<file path="src/pkg/wut_pkg.sv">
// Constants and types shared by the wake-up timer and duty-cycle logic.
// Assumes command words arrive whole from a serial deserialiser on CLOCK_IN.
package wut_pkg;

    // Clock and millisecond time base
    localparam int CLK_PERIOD_NS = 10;
    localparam int MS_TIME_NS = 1000000;
    localparam int MS_TICK_CYCLES = MS_TIME_NS / CLK_PERIOD_NS;

    // Command word layout
    localparam int CMD_W = 16;
    localparam int PREFIX_HI = 15;
    localparam int PREFIX_LO = 13;
    localparam int CODE_HI = 15;
    localparam int CODE_LO = 8;
    localparam logic [2:0] WAKE_CMD_PREFIX = 3'h7;
    localparam logic [7:0] DUTY_CMD_CODE = 8'hC8;

    // Period register fields
    localparam int EXP_HI = 12;
    localparam int EXP_LO = 8;
    localparam int EXP_W = 5;
    localparam int MULT_HI = 7;
    localparam int MULT_LO = 0;
    localparam int MULT_W = 8;

    // Duty register fields
    localparam int DVAL_HI = 7;
    localparam int DVAL_LO = 1;
    localparam int DVAL_W = 7;
    localparam int DUTY_EN_BIT = 0;

    // Reset values
    localparam logic [15:0] WAKE_PERIOD_RESET = 16'hE196;
    localparam logic [15:0] DUTY_CONFIG_RESET = 16'hC80E;

    // Widest interval in ms: 255 * 2^31
    localparam int INTERVAL_W = MULT_W + 31;

    typedef enum logic [3:0] {
        WUT_IDLE = 4'b0001,
        WUT_SLEEP = 4'b0010,
        WUT_RX_ON = 4'b0100,
        WUT_EXPIRED = 4'b1000
    } wut_state_e;

endpackage

</file>
<file path="src/verilog/wut_down_counter.sv">
// Loadable millisecond down-counter with a registered expiry pulse.
// Assumes tick_in is a one-cycle enable on the same clock.
`timescale 1ns/1ps
`default_nettype none
module wut_down_counter #(
    parameter int WIDTH = 39
) (
    input wire logic clk_in,
    input wire logic rst_in,
    input wire logic load_in,
    input wire logic [WIDTH-1:0] value_in,
    input wire logic tick_in,
    output logic [WIDTH-1:0] count_out,
    output logic done_out
);
    logic [WIDTH-1:0] count_r;
    logic done_r;
    wire last_w = tick_in && (count_r == WIDTH'(1));
    wire step_w = tick_in && (count_r != '0);

    // Zero load never expires
    always_ff @(posedge clk_in) begin
        if (rst_in || load_in) begin
            count_r <= rst_in ? '0 : value_in;
        end else if (step_w) begin
            count_r <= count_r - WIDTH'(1);
        end
    end

    always_ff @(posedge clk_in) begin
        if (rst_in || load_in) begin
            done_r <= 1'b0;
        end else begin
            done_r <= last_w;
        end
    end

    assign count_out = count_r;
    assign done_out = done_r;
endmodule
`default_nettype wire

</file>
<file path="src/verilog/wut_wake_timer.sv">
// Wake-up timer with receiver duty-cycle window, fed by 16-bit commands.
// Assumes commands and power-management bits come from CLOCK_IN logic.
`timescale 1ns/1ps
`default_nettype none
module wut_wake_timer
    import wut_pkg::*;
#(
    parameter int MS_CYCLES = MS_TICK_CYCLES
) (
    input wire logic CLOCK_IN,
    input wire logic RST_IN,
    input wire logic [CMD_W-1:0] CMD_WORD_IN,
    input wire logic CMD_VALID_IN,
    input wire logic WAKE_TIMER_ENABLE_IN,
    input wire logic RECEIVER_CHAIN_ENABLE_IN,
    output logic [CMD_W-1:0] WAKE_PERIOD_OUT,
    output logic [CMD_W-1:0] DUTY_CONFIG_OUT,
    output logic WAKE_EVENT_OUT,
    output logic RX_ENABLE_OUT,
    output logic SLEEP_OUT
);
    localparam int IW = INTERVAL_W;
    localparam int DIV_W = $clog2(MS_CYCLES + 1);

    logic [CMD_W-1:0] wake_period_config_r;
    logic [CMD_W-1:0] rx_duty_cycle_config_r;
    logic wake_en_prev_r;
    logic [DIV_W-1:0] div_r;
    wut_state_e state_r;
    wut_state_e state_nxt;
    logic wake_evt_r;
    logic rx_en_r;
    logic sleep_r;
    logic [IW-1:0] sleep_cnt;
    logic [IW-1:0] on_cnt;
    logic sleep_done;
    logic on_done;

    // Command decode
    wire wake_cmd = CMD_WORD_IN[PREFIX_HI:PREFIX_LO] == WAKE_CMD_PREFIX;
    wire duty_cmd = CMD_WORD_IN[CODE_HI:CODE_LO] == DUTY_CMD_CODE;
    wire wake_wr = CMD_VALID_IN && wake_cmd;
    wire duty_wr = CMD_VALID_IN && duty_cmd;

    // Field extraction
    wire [EXP_W-1:0] exp_val = wake_period_config_r[EXP_HI:EXP_LO];
    wire [MULT_W-1:0] mult_val = wake_period_config_r[MULT_HI:MULT_LO];
    wire [DVAL_W-1:0] duty_val = rx_duty_cycle_config_r[DVAL_HI:DVAL_LO];
    wire duty_mode_enable = rx_duty_cycle_config_r[DUTY_EN_BIT];

    // Interval and on-time in ms ticks
    wire [IW-1:0] interval_ms = IW'(mult_val) << exp_val;
    wire [IW-1:0] on_time_ms = IW'({duty_val, 1'b1}) << exp_val;

    wire wake_timer_enable = WAKE_TIMER_ENABLE_IN;
    wire wake_rise = wake_timer_enable && !wake_en_prev_r;

    // State predicates
    wire in_idle = state_r == WUT_IDLE;
    wire in_sleep = state_r == WUT_SLEEP;
    wire in_rx_on = state_r == WUT_RX_ON;
    wire expire = in_sleep && wake_timer_enable && sleep_done;
    wire window_end = in_rx_on && wake_timer_enable && on_done;

    // Reload on rearm and at each duty window end
    wire sleep_load = (in_idle && wake_rise) || window_end;
    wire on_load = expire && duty_mode_enable;

    wire div_last = div_r == DIV_W'(MS_CYCLES - 1);
    wire ms_tick = div_last;

    // Period register, written by its command
    always_ff @(posedge CLOCK_IN) begin
        if (RST_IN) begin
            wake_period_config_r <= WAKE_PERIOD_RESET;
        end else if (wake_wr) begin
            wake_period_config_r <= CMD_WORD_IN;
        end
    end

    // Duty register, written by its command
    always_ff @(posedge CLOCK_IN) begin
        if (RST_IN) begin
            rx_duty_cycle_config_r <= DUTY_CONFIG_RESET;
        end else if (duty_wr) begin
            rx_duty_cycle_config_r <= CMD_WORD_IN;
        end
    end

    always_ff @(posedge CLOCK_IN) begin
        if (RST_IN) begin
            wake_en_prev_r <= 1'b0;
        end else begin
            wake_en_prev_r <= wake_timer_enable;
        end
    end

    // Millisecond divider, restarted with each interval load
    always_ff @(posedge CLOCK_IN) begin
        if (RST_IN || sleep_load || in_idle) begin
            div_r <= '0;
        end else if (div_last) begin
            div_r <= '0;
        end else begin
            div_r <= div_r + DIV_W'(1);
        end
    end

    wut_down_counter #(
        .WIDTH(IW)
    ) u_sleep_cnt (
        .clk_in(CLOCK_IN),
        .rst_in(RST_IN),
        .load_in(sleep_load),
        .value_in(interval_ms),
        .tick_in(ms_tick),
        .count_out(sleep_cnt),
        .done_out(sleep_done)
    );

    wut_down_counter #(
        .WIDTH(IW)
    ) u_on_cnt (
        .clk_in(CLOCK_IN),
        .rst_in(RST_IN),
        .load_in(on_load),
        .value_in(on_time_ms),
        .tick_in(ms_tick),
        .count_out(on_cnt),
        .done_out(on_done)
    );

    // Sequencer
    always_comb begin
        state_nxt = state_r;
        case (state_r)
            WUT_IDLE: begin
                if (wake_rise) begin
                    state_nxt = WUT_SLEEP;
                end
            end
            WUT_SLEEP: begin
                if (!wake_timer_enable) begin
                    state_nxt = WUT_IDLE;
                end else if (sleep_done) begin
                    state_nxt = duty_mode_enable ? WUT_RX_ON : WUT_EXPIRED;
                end
            end
            WUT_RX_ON: begin
                if (!wake_timer_enable) begin
                    state_nxt = WUT_IDLE;
                end else if (on_done) begin
                    state_nxt = WUT_SLEEP;
                end
            end
            WUT_EXPIRED: begin
                // Waits for the host to clear and set the enable
                if (!wake_timer_enable) begin
                    state_nxt = WUT_IDLE;
                end
            end
            default: begin
                state_nxt = WUT_IDLE;
            end
        endcase
    end

    always_ff @(posedge CLOCK_IN) begin
        if (RST_IN) begin
            state_r <= WUT_IDLE;
        end else begin
            state_r <= state_nxt;
        end
    end

    // Registered outputs
    wire rx_nxt = RECEIVER_CHAIN_ENABLE_IN || (state_nxt == WUT_RX_ON);

    always_ff @(posedge CLOCK_IN) begin
        if (RST_IN) begin
            wake_evt_r <= 1'b0;
            rx_en_r <= 1'b0;
            sleep_r <= 1'b1;
        end else begin
            wake_evt_r <= expire;
            rx_en_r <= rx_nxt;
            sleep_r <= !rx_nxt;
        end
    end

    assign WAKE_PERIOD_OUT = wake_period_config_r;
    assign DUTY_CONFIG_OUT = rx_duty_cycle_config_r;
    assign WAKE_EVENT_OUT = wake_evt_r;
    assign RX_ENABLE_OUT = rx_en_r;
    assign SLEEP_OUT = sleep_r;
endmodule
`default_nettype wire

</file>
<file path="config.mk">
export PLATFORM = sky130hd
export DESIGN_NAME = wut_wake_timer
export DESIGN_NICKNAME = d
export VERILOG_FILES = /design/src/pkg/wut_pkg.sv /design/src/verilog/wut_down_counter.sv /design/src/verilog/wut_wake_timer.sv
export SDC_FILE = /design/constraint.sdc
export NUM_CORES = 1
export LEC_CHECK = 0
export BUFFER_PORTS_ARGS = -buffer_cell sky130_fd_sc_hd__buf_2
export CAP_MARGIN = 5
export CORE_UTILIZATION = 56
export CTS_CLUSTER_DIAMETER = 120
export CTS_CLUSTER_SIZE = 12
export DETAILED_ROUTE_END_ITERATION = 8
export HOLD_SLACK_MARGIN = 0.05
export MAX_ROUTING_LAYER = met4
export PLACE_DENSITY = 0.77
export SYNTH_ARGS = -nofsm -noshare
export SYNTH_HDL_FRONTEND = slang
export SYNTH_HIERARCHICAL = 1
export SYNTH_SLANG_ARGS = --single-unit
</file>
<file path="constraint.sdc">
create_clock -name CLOCK_IN -period 2.93 [get_ports CLOCK_IN]
set_clock_uncertainty 0.2 [all_clocks]
set_input_delay 0.293 -clock CLOCK_IN [delete_from_list [all_inputs] [get_ports CLOCK_IN]]
set_output_delay 0.293 -clock CLOCK_IN [all_outputs]
set_load 0.01 [all_outputs]
</file>
## Word-level counts from Yosys, hierarchy flattened

Index checks and enable logic that the tools add are counted.

| word-level totals | value |
|---|---|
| register bits | 137 |
| input bits | 21 |
| output and inout port bits | 35 |
| word-level logic and storage cells | 66 |

| operators by class | value |
|---|---|
| $add $sub $neg | 3 |
| equality and inequality tests | 10 |
| shift operators | 2 |
| muxes and demuxes | 14 |
| reductions and logical operators | 25 |

Operators with widths:

| cell | count |
|---|---|
| $mux 39 | 6 |
| $eq 39x1->1 const B | 2 |
| $reduce_bool 39->1 | 2 |
| $shl 8x5->39 | 2 |
| $sub 39x1->39 const B | 2 |
| $mux 4 | 7 |
| $add 17x1->17 const B | 1 |
| $eq 17x17->1 const B | 1 |
| $pmux 4 s4 | 1 |
| $logic_and 1x1->1 | 13 |
| $eq 4x3->1 const B | 2 |
| $eq 8x8->1 const B | 1 |
| $logic_or 1x1->1 | 5 |
| $eq 4x1->1 const B | 1 |
| $eq 4x2->1 const B | 1 |
| $eq 4x4->1 const B | 1 |
| $reduce_bool 2->1 | 2 |
| $eq 3x3->1 const B | 1 |
| $logic_not 1->1 | 2 |
| $reduce_or 2->1 | 1 |

## Depth between registers and ports, before layout

| logic depth | value |
|---|---|
| depth in word-level cells | 7 |
| mapped depth | 9 |
| depth with buffers taken out | 7 |

## Hierarchy

Netlist, hierarchy kept.

Modules (own cells, without submodules):

| module | times used | cells each | area an instance (um2) | sequential area each (um2) |
|---|---|---|---|---|
| wut_down_counter | 2 | 254 | 2544.9 | 1191.1 |
| wut_wake_timer | 1 | 473 | 3593.4 | 1141.1 |

## Least setup slack after synthesis

Ideal clock, no wire load.

| timing | value |
|---|---|
| path type | register to register |
| start point | register u_on_cnt.count_r[0], in the netlist u_on_cnt/count_out[0] |
| end point | register u_on_cnt.count_r[0], in the netlist u_on_cnt/count_out[0], enable pin |
| setup time | 0.526 ns |
| arrival time | 2.338 ns |
| required time | 2.204 ns |
| slack | -0.134 ns |
| cell stages (with the launch flop) | 8 |
| buffers on the path | 0 |
| period minus slack after synthesis | 3.064 ns |
| cells stage by stage | edfxtp_1 inv_1 ha_1 nor4b_1 nand4b_1 or2_4 o21ai_0 nand2_1 |

| on the way | value |
|---|---|
| word-level cells in the longest chain between the ends | 3 |

Ends and longest elaborated chain:

| what | RTL line | RTL |
|---|---|---|
| from (decl) | wut_down_counter.sv:16 | `logic [WIDTH-1:0] count_r;` |
| from (signal assigned) | wut_down_counter.sv:24 | `count_r <= rst_in ? '0 : value_in;` |
| from (signal assigned) | wut_down_counter.sv:26 | `count_r <= count_r - WIDTH'(1);` |
| $reduce_bool 39->1 | wut_down_counter.sv:19 | `wire step_w = tick_in && (count_r != '0);` |
| $logic_and 1x1->1 | wut_down_counter.sv:19 |  |
| $reduce_bool 2->1 (no source line) | - |  |

Every way passes these cells.
A chain may end at the register's enable or synchronous reset.

## Worst setup path after layout

| timing | value |
|---|---|
| start point | register u_sleep_cnt.count_r[21], in the netlist u_sleep_cnt/count_out[21] |
| end point | register u_sleep_cnt.count_r[37], in the netlist u_sleep_cnt/count_out[37], data pin |

| on the way | value |
|---|---|
| word-level cells in the longest chain between the ends | 3 |

Ends and longest elaborated chain:

| what | RTL line | RTL |
|---|---|---|
| from (decl) | wut_down_counter.sv:16 |  |
| from (signal assigned) | wut_down_counter.sv:24 |  |
| from (signal assigned) | wut_down_counter.sv:26 |  |
| $sub 39x1->39 | wut_down_counter.sv:26 |  |
| $mux 39 | wut_down_counter.sv:25 | `end else if (step_w) begin` |
| $mux 39 | wut_down_counter.sv:23 | `if (rst_in \|\| load_in) begin` |

Every way passes these cells. The select of a mux whose other input is x is not followed.

==> impl_results.rst <==
.. list-table::
   :header-rows: 1

   * - Metric
     - Value
   * - Final slew viol count
     - 0
   * - Drt first pass iters
     - 8
   * - Wire length per cell
     - 18.8 um
   * - Multi-input gate area in the final layout
     - 4840 sq um
   * - TritonCTS buffer count
     - 17
   * - Post-layout min period
     - 2780 ps
   * - Die H
     - 127 um
   * - Number of inserted filler cells in the final layout
     - 1,200
   * - WP data arrival
     - 2760 ps
   * - Max Buffers Root-to-Sink
     - 2
   * - Leading area contributor after synthesis
     - sky130_fd_sc_hd__edfxtp_1
   * - HP Start
     - RST_IN
   * - Port Buffers
     - 55
   * - Post-synthesis register bit count
     - 137
   * - P per Cell Area
     - 502 nW/um^2
   * - Final cell count without fillers
     - 1,259
   * - Remaining global-route overflow
     - 0
   * - Residual antenna-violating net count after detailed routing
     - 0
   * - Cell count after placement
     - 1,212
   * - Crit path required time
     - 2910 ps
   * - Nature of the critical path startpoint
     - flop
   * - Net switching power
     - 1.41 mW
   * - Count of pins on the block boundary
     - 56
   * - CTS H-Tree Depth
     - 4
   * - Synth top area cells
     - sky130_fd_sc_hd__edfxtp_1 (27%), sky130_fd_sc_hd__dfxtp_1 (14%), sky130_fd_sc_hd__nor2_1 (7.1%), sky130_fd_sc_hd__xnor2_1 (6.0%), sky130_fd_sc_hd__a211oi_1 (4.3%)
   * - Pin count of the biggest net entering global routing
     - 38
   * - Proportion of power drawn by combinational gates
     - 12.9%
   * - Via count of the first global-routing pass
     - 7,489
   * - EDFF count, synth
     - 78
   * - Placeable Area
     - 15,100 sq um
   * - Hpwl dp
     - 16.3 mm
   * - Area Growth Syn to Fin
     - 15.5%
   * - Post-cts sizing count
     - 0
   * - Post-DR vias/cell
     - 6.27
   * - Gate count of the mapped netlist
     - 981
   * - Pint
     - 3.63 mW
   * - Count of cell types in the netlist
     - 62
   * - Start-to-end type of the worst setup path
     - reg -> reg
   * - Count of inserted antenna diode cells
     - 0
   * - Worst relative slew slack
     - 37.4%
   * - Synthesized area
     - 8680 sq um
   * - Tightest Hold Check Type
     - in -> reg
   * - Final RePlAce weighted congestion
     - 0.900
   * - Horizontal die dimension
     - 127 um
   * - Clock Pin Slew Worst Setup and Hold Paths
     - 70 ps
   * - Share of power burned in registers
     - 45.7%
   * - Number of buffers inserted to repair setup after CTS
     - 0
   * - Synth Flop Type
     - sky130_fd_sc_hd__edfxtp_1
   * - Switching part of the total power
     - 28.0%
   * - Share of the yosys chip area belonging to registers
     - 40.6%
   * - Number of vias in the routed layout
     - 7,896
   * - Actual transition at the worst max-transition pin
     - 935 ps
   * - Number of setup violations in the final report
     - 0
   * - Synth Area per Inst
     - 8.85 sq um
   * - Final WL
     - 23.7 mm
   * - Die Outline Area
     - 16,000 sq um
   * - Clock insertion delay at the later pin of the skew report
     - 430 ps
   * - Launching point of the worst reg2reg path
     - u_sleep_cnt/count_out[21]
   * - Top-area cell type share of the netlist area
     - 27.0%
   * - Starting density of the core
     - 57.3%
   * - Max Cap Violations
     - 0
   * - Launch point of the critical path
     - u_sleep_cnt/count_out[21]
   * - GRT Overall Usage
     - 31.4%
   * - Part of the power in the clock network
     - 41.4%
   * - Synthesized netlist net count
     - 1,007
   * - Reg area
     - 3520 sq um
   * - Initial DRC count
     - 918
   * - NumNets Final
     - 1,084
   * - Count of final hold-check violations
     - 0
   * - Result of the run
     - finished, final reports clean
   * - Period utilisation layout
     - 94.8%
   * - Critical Path Fanout Max
     - 6
   * - Total number of placement rows
     - 45
   * - Peak Freq
     - 360 MHz
   * - Clock sinks
     - 137
   * - Root Driver
     - sky130_fd_sc_hd__clkbuf_16
   * - Yosys warning total
     - 6
   * - TritonCTS clock tree
     - yes
   * - Setup repair after global routing missed its margin
     - false
   * - Number of design rule violations left after detail routing
     - 0
   * - Async set or reset register ratio after synthesis
     - 0%
   * - Fin util
     - 66.2%
   * - Hold Worst Slack
     - 68.7 ps
   * - Maximum vdd ir drop
     - 0.000415 V
   * - Setup crit end kind
     - flop
   * - First-pass GRT wire length
     - 38.4 mm
   * - Antenna violations before repair
     - 0
   * - Fraction of layout cells with a size suffix above 1
     - 14.8%
   * - Overall power after layout
     - 5.04 mW
   * - Setup total negative slack
     - 0 ps
   * - Static power due to leakage
     - 3.58 nW
final cells by class:
class	count	share of cell area [%]
Clock buffer	18	4.28
Clock inverter	14	1.36
Inverter	27	1.01
Multi-Input combinational cell	763	48.2
Sequential cell	137	35.1
Tap cell	188	2.34
Timing Repair Buffer	112	7.66
worst paths after layout:
check	endpoint	slack [ps]	cells after the start
min reg2reg	DUTY_CONFIG_OUT[15]	240	1
max reg2reg	u_sleep_cnt/count_out[37]	150	5
min	DUTY_CONFIG_OUT[0]	70	2
max	u_sleep_cnt/count_out[37]	150	5
through the flow:
step	setup slack (ps)	instance area, sq um
3_3_place_gp	341	9320
4_1_cts	231	10000
6_report	152	10000
5_1_grt	6.60	10000
3_5_place_dp	286	9320
2_1_floorplan	198	8690
registers in the layout (all words and copies together) (netlist names):
| register | flops |
|---|---|
| DUTY_CONFIG_OUT | 16 |
| RX_ENABLE_OUT | 1 |
| SLEEP_OUT | 1 |
| WAKE_EVENT_OUT | 1 |
| WAKE_PERIOD_OUT | 16 |
| div_r | 17 |
| state_r | 4 |
| u_on_cnt/count_out | 39 |
| u_on_cnt/done_out | 1 |
| u_sleep_cnt/count_out | 39 |
| u_sleep_cnt/done_out | 1 |
| wake_en_prev_r | 1 |
Yosys cell counts (9+ instances only):
cell type                  instances
sky130_fd_sc_hd__or3_1            16
sky130_fd_sc_hd__nor2b_1          16
sky130_fd_sc_hd__mux2_2           10
sky130_fd_sc_hd__a21oi_1          33
sky130_fd_sc_hd__edfxtp_1         78
sky130_fd_sc_hd__dfxtp_1          59
sky130_fd_sc_hd__nand2_1          76
sky130_fd_sc_hd__xor2_1           23
sky130_fd_sc_hd__a211oi_1         50
sky130_fd_sc_hd__nor2_1          164
sky130_fd_sc_hd__xnor2_1          59
sky130_fd_sc_hd__clkbuf_1         40
sky130_fd_sc_hd__o21ai_0          19
sky130_fd_sc_hd__buf_2             9
sky130_fd_sc_hd__o22ai_1          17
sky130_fd_sc_hd__nor3_1           43
sky130_fd_sc_hd__nand4_1          17
sky130_fd_sc_hd__nor4_1           33
sky130_fd_sc_hd__nand3_1          28
sky130_fd_sc_hd__or4_1            11
sky130_fd_sc_hd__a22o_1           10
sky130_fd_sc_hd__and2_1           15
sky130_fd_sc_hd__mux2i_1          27
sky130_fd_sc_hd__inv_1            24
per-layer routing:
| metal | up-vias | wire length, um | GRT usage [%] |
|---|---|---|---|
| li1 | 3756 | - | - |
| met1 | 3664 | 10300 | 41.6 |
| met2 | 434 | 10900 | 48.1 |
| met3 | 42 | 2110 | 6.03 |
| met4 | 0 | 465 | 10.8 |
| met5 | - | 0 | - |
power by group through the flow:
stage                     clock, mW  sequential (mW)  combinational, mW
after global placement            0             2.33              0.609
after CTS                      2.10             2.30              0.636
final                          2.09             2.30              0.652
after detailed placement          0             2.34              0.614
after floorplan                   0             2.31              0.437
after global routing           2.17             2.32              0.707
timing repair:
action                     4_1_cts  5_1_grt
hold endpoints to repair        24        0
setup endpoints to repair        0        0
hold buffers                    15        0
worst max-delay path: stages (launching register included):
cell and delay, ps:
sky130_fd_sc_hd__edfxtp_1 440, sky130_fd_sc_hd__nor4_1 670, sky130_fd_sc_hd__nand4_1 440, sky130_fd_sc_hd__nor4_1 420
sky130_fd_sc_hd__xor2_1 130, sky130_fd_sc_hd__a22o_1 210
cell usage in the layout, fill, tap and decap left out, drive strengths merged, types with 12 or more instances in the layout:
cell,instances
buf,97
xor2,23
or4,12
nand4,17
inv,33
a21oi,33
or3,16
mux2i,27
xnor2,59
a211oi,50
and2,16
dfxtp,59
nor2,164
nor2b,16
edfxtp,78
nand3,30
dlygate4sd3,15
nor3,43
clkbuf,18
o22ai,17
o21ai,19
nand2,76
nor4,37
kinds of logic after synthesis:
group	Yosys count	synth area share [%]
compound gates	168	13.2
mux	43	5.97
simple gates	465	27.5
xor+xnor	82	8.27
fa+ha+maj	5	0.720
buf+inv	81	3.76
flops	137	40.6
No activity file was read; power rests on OpenSTA's default activity.
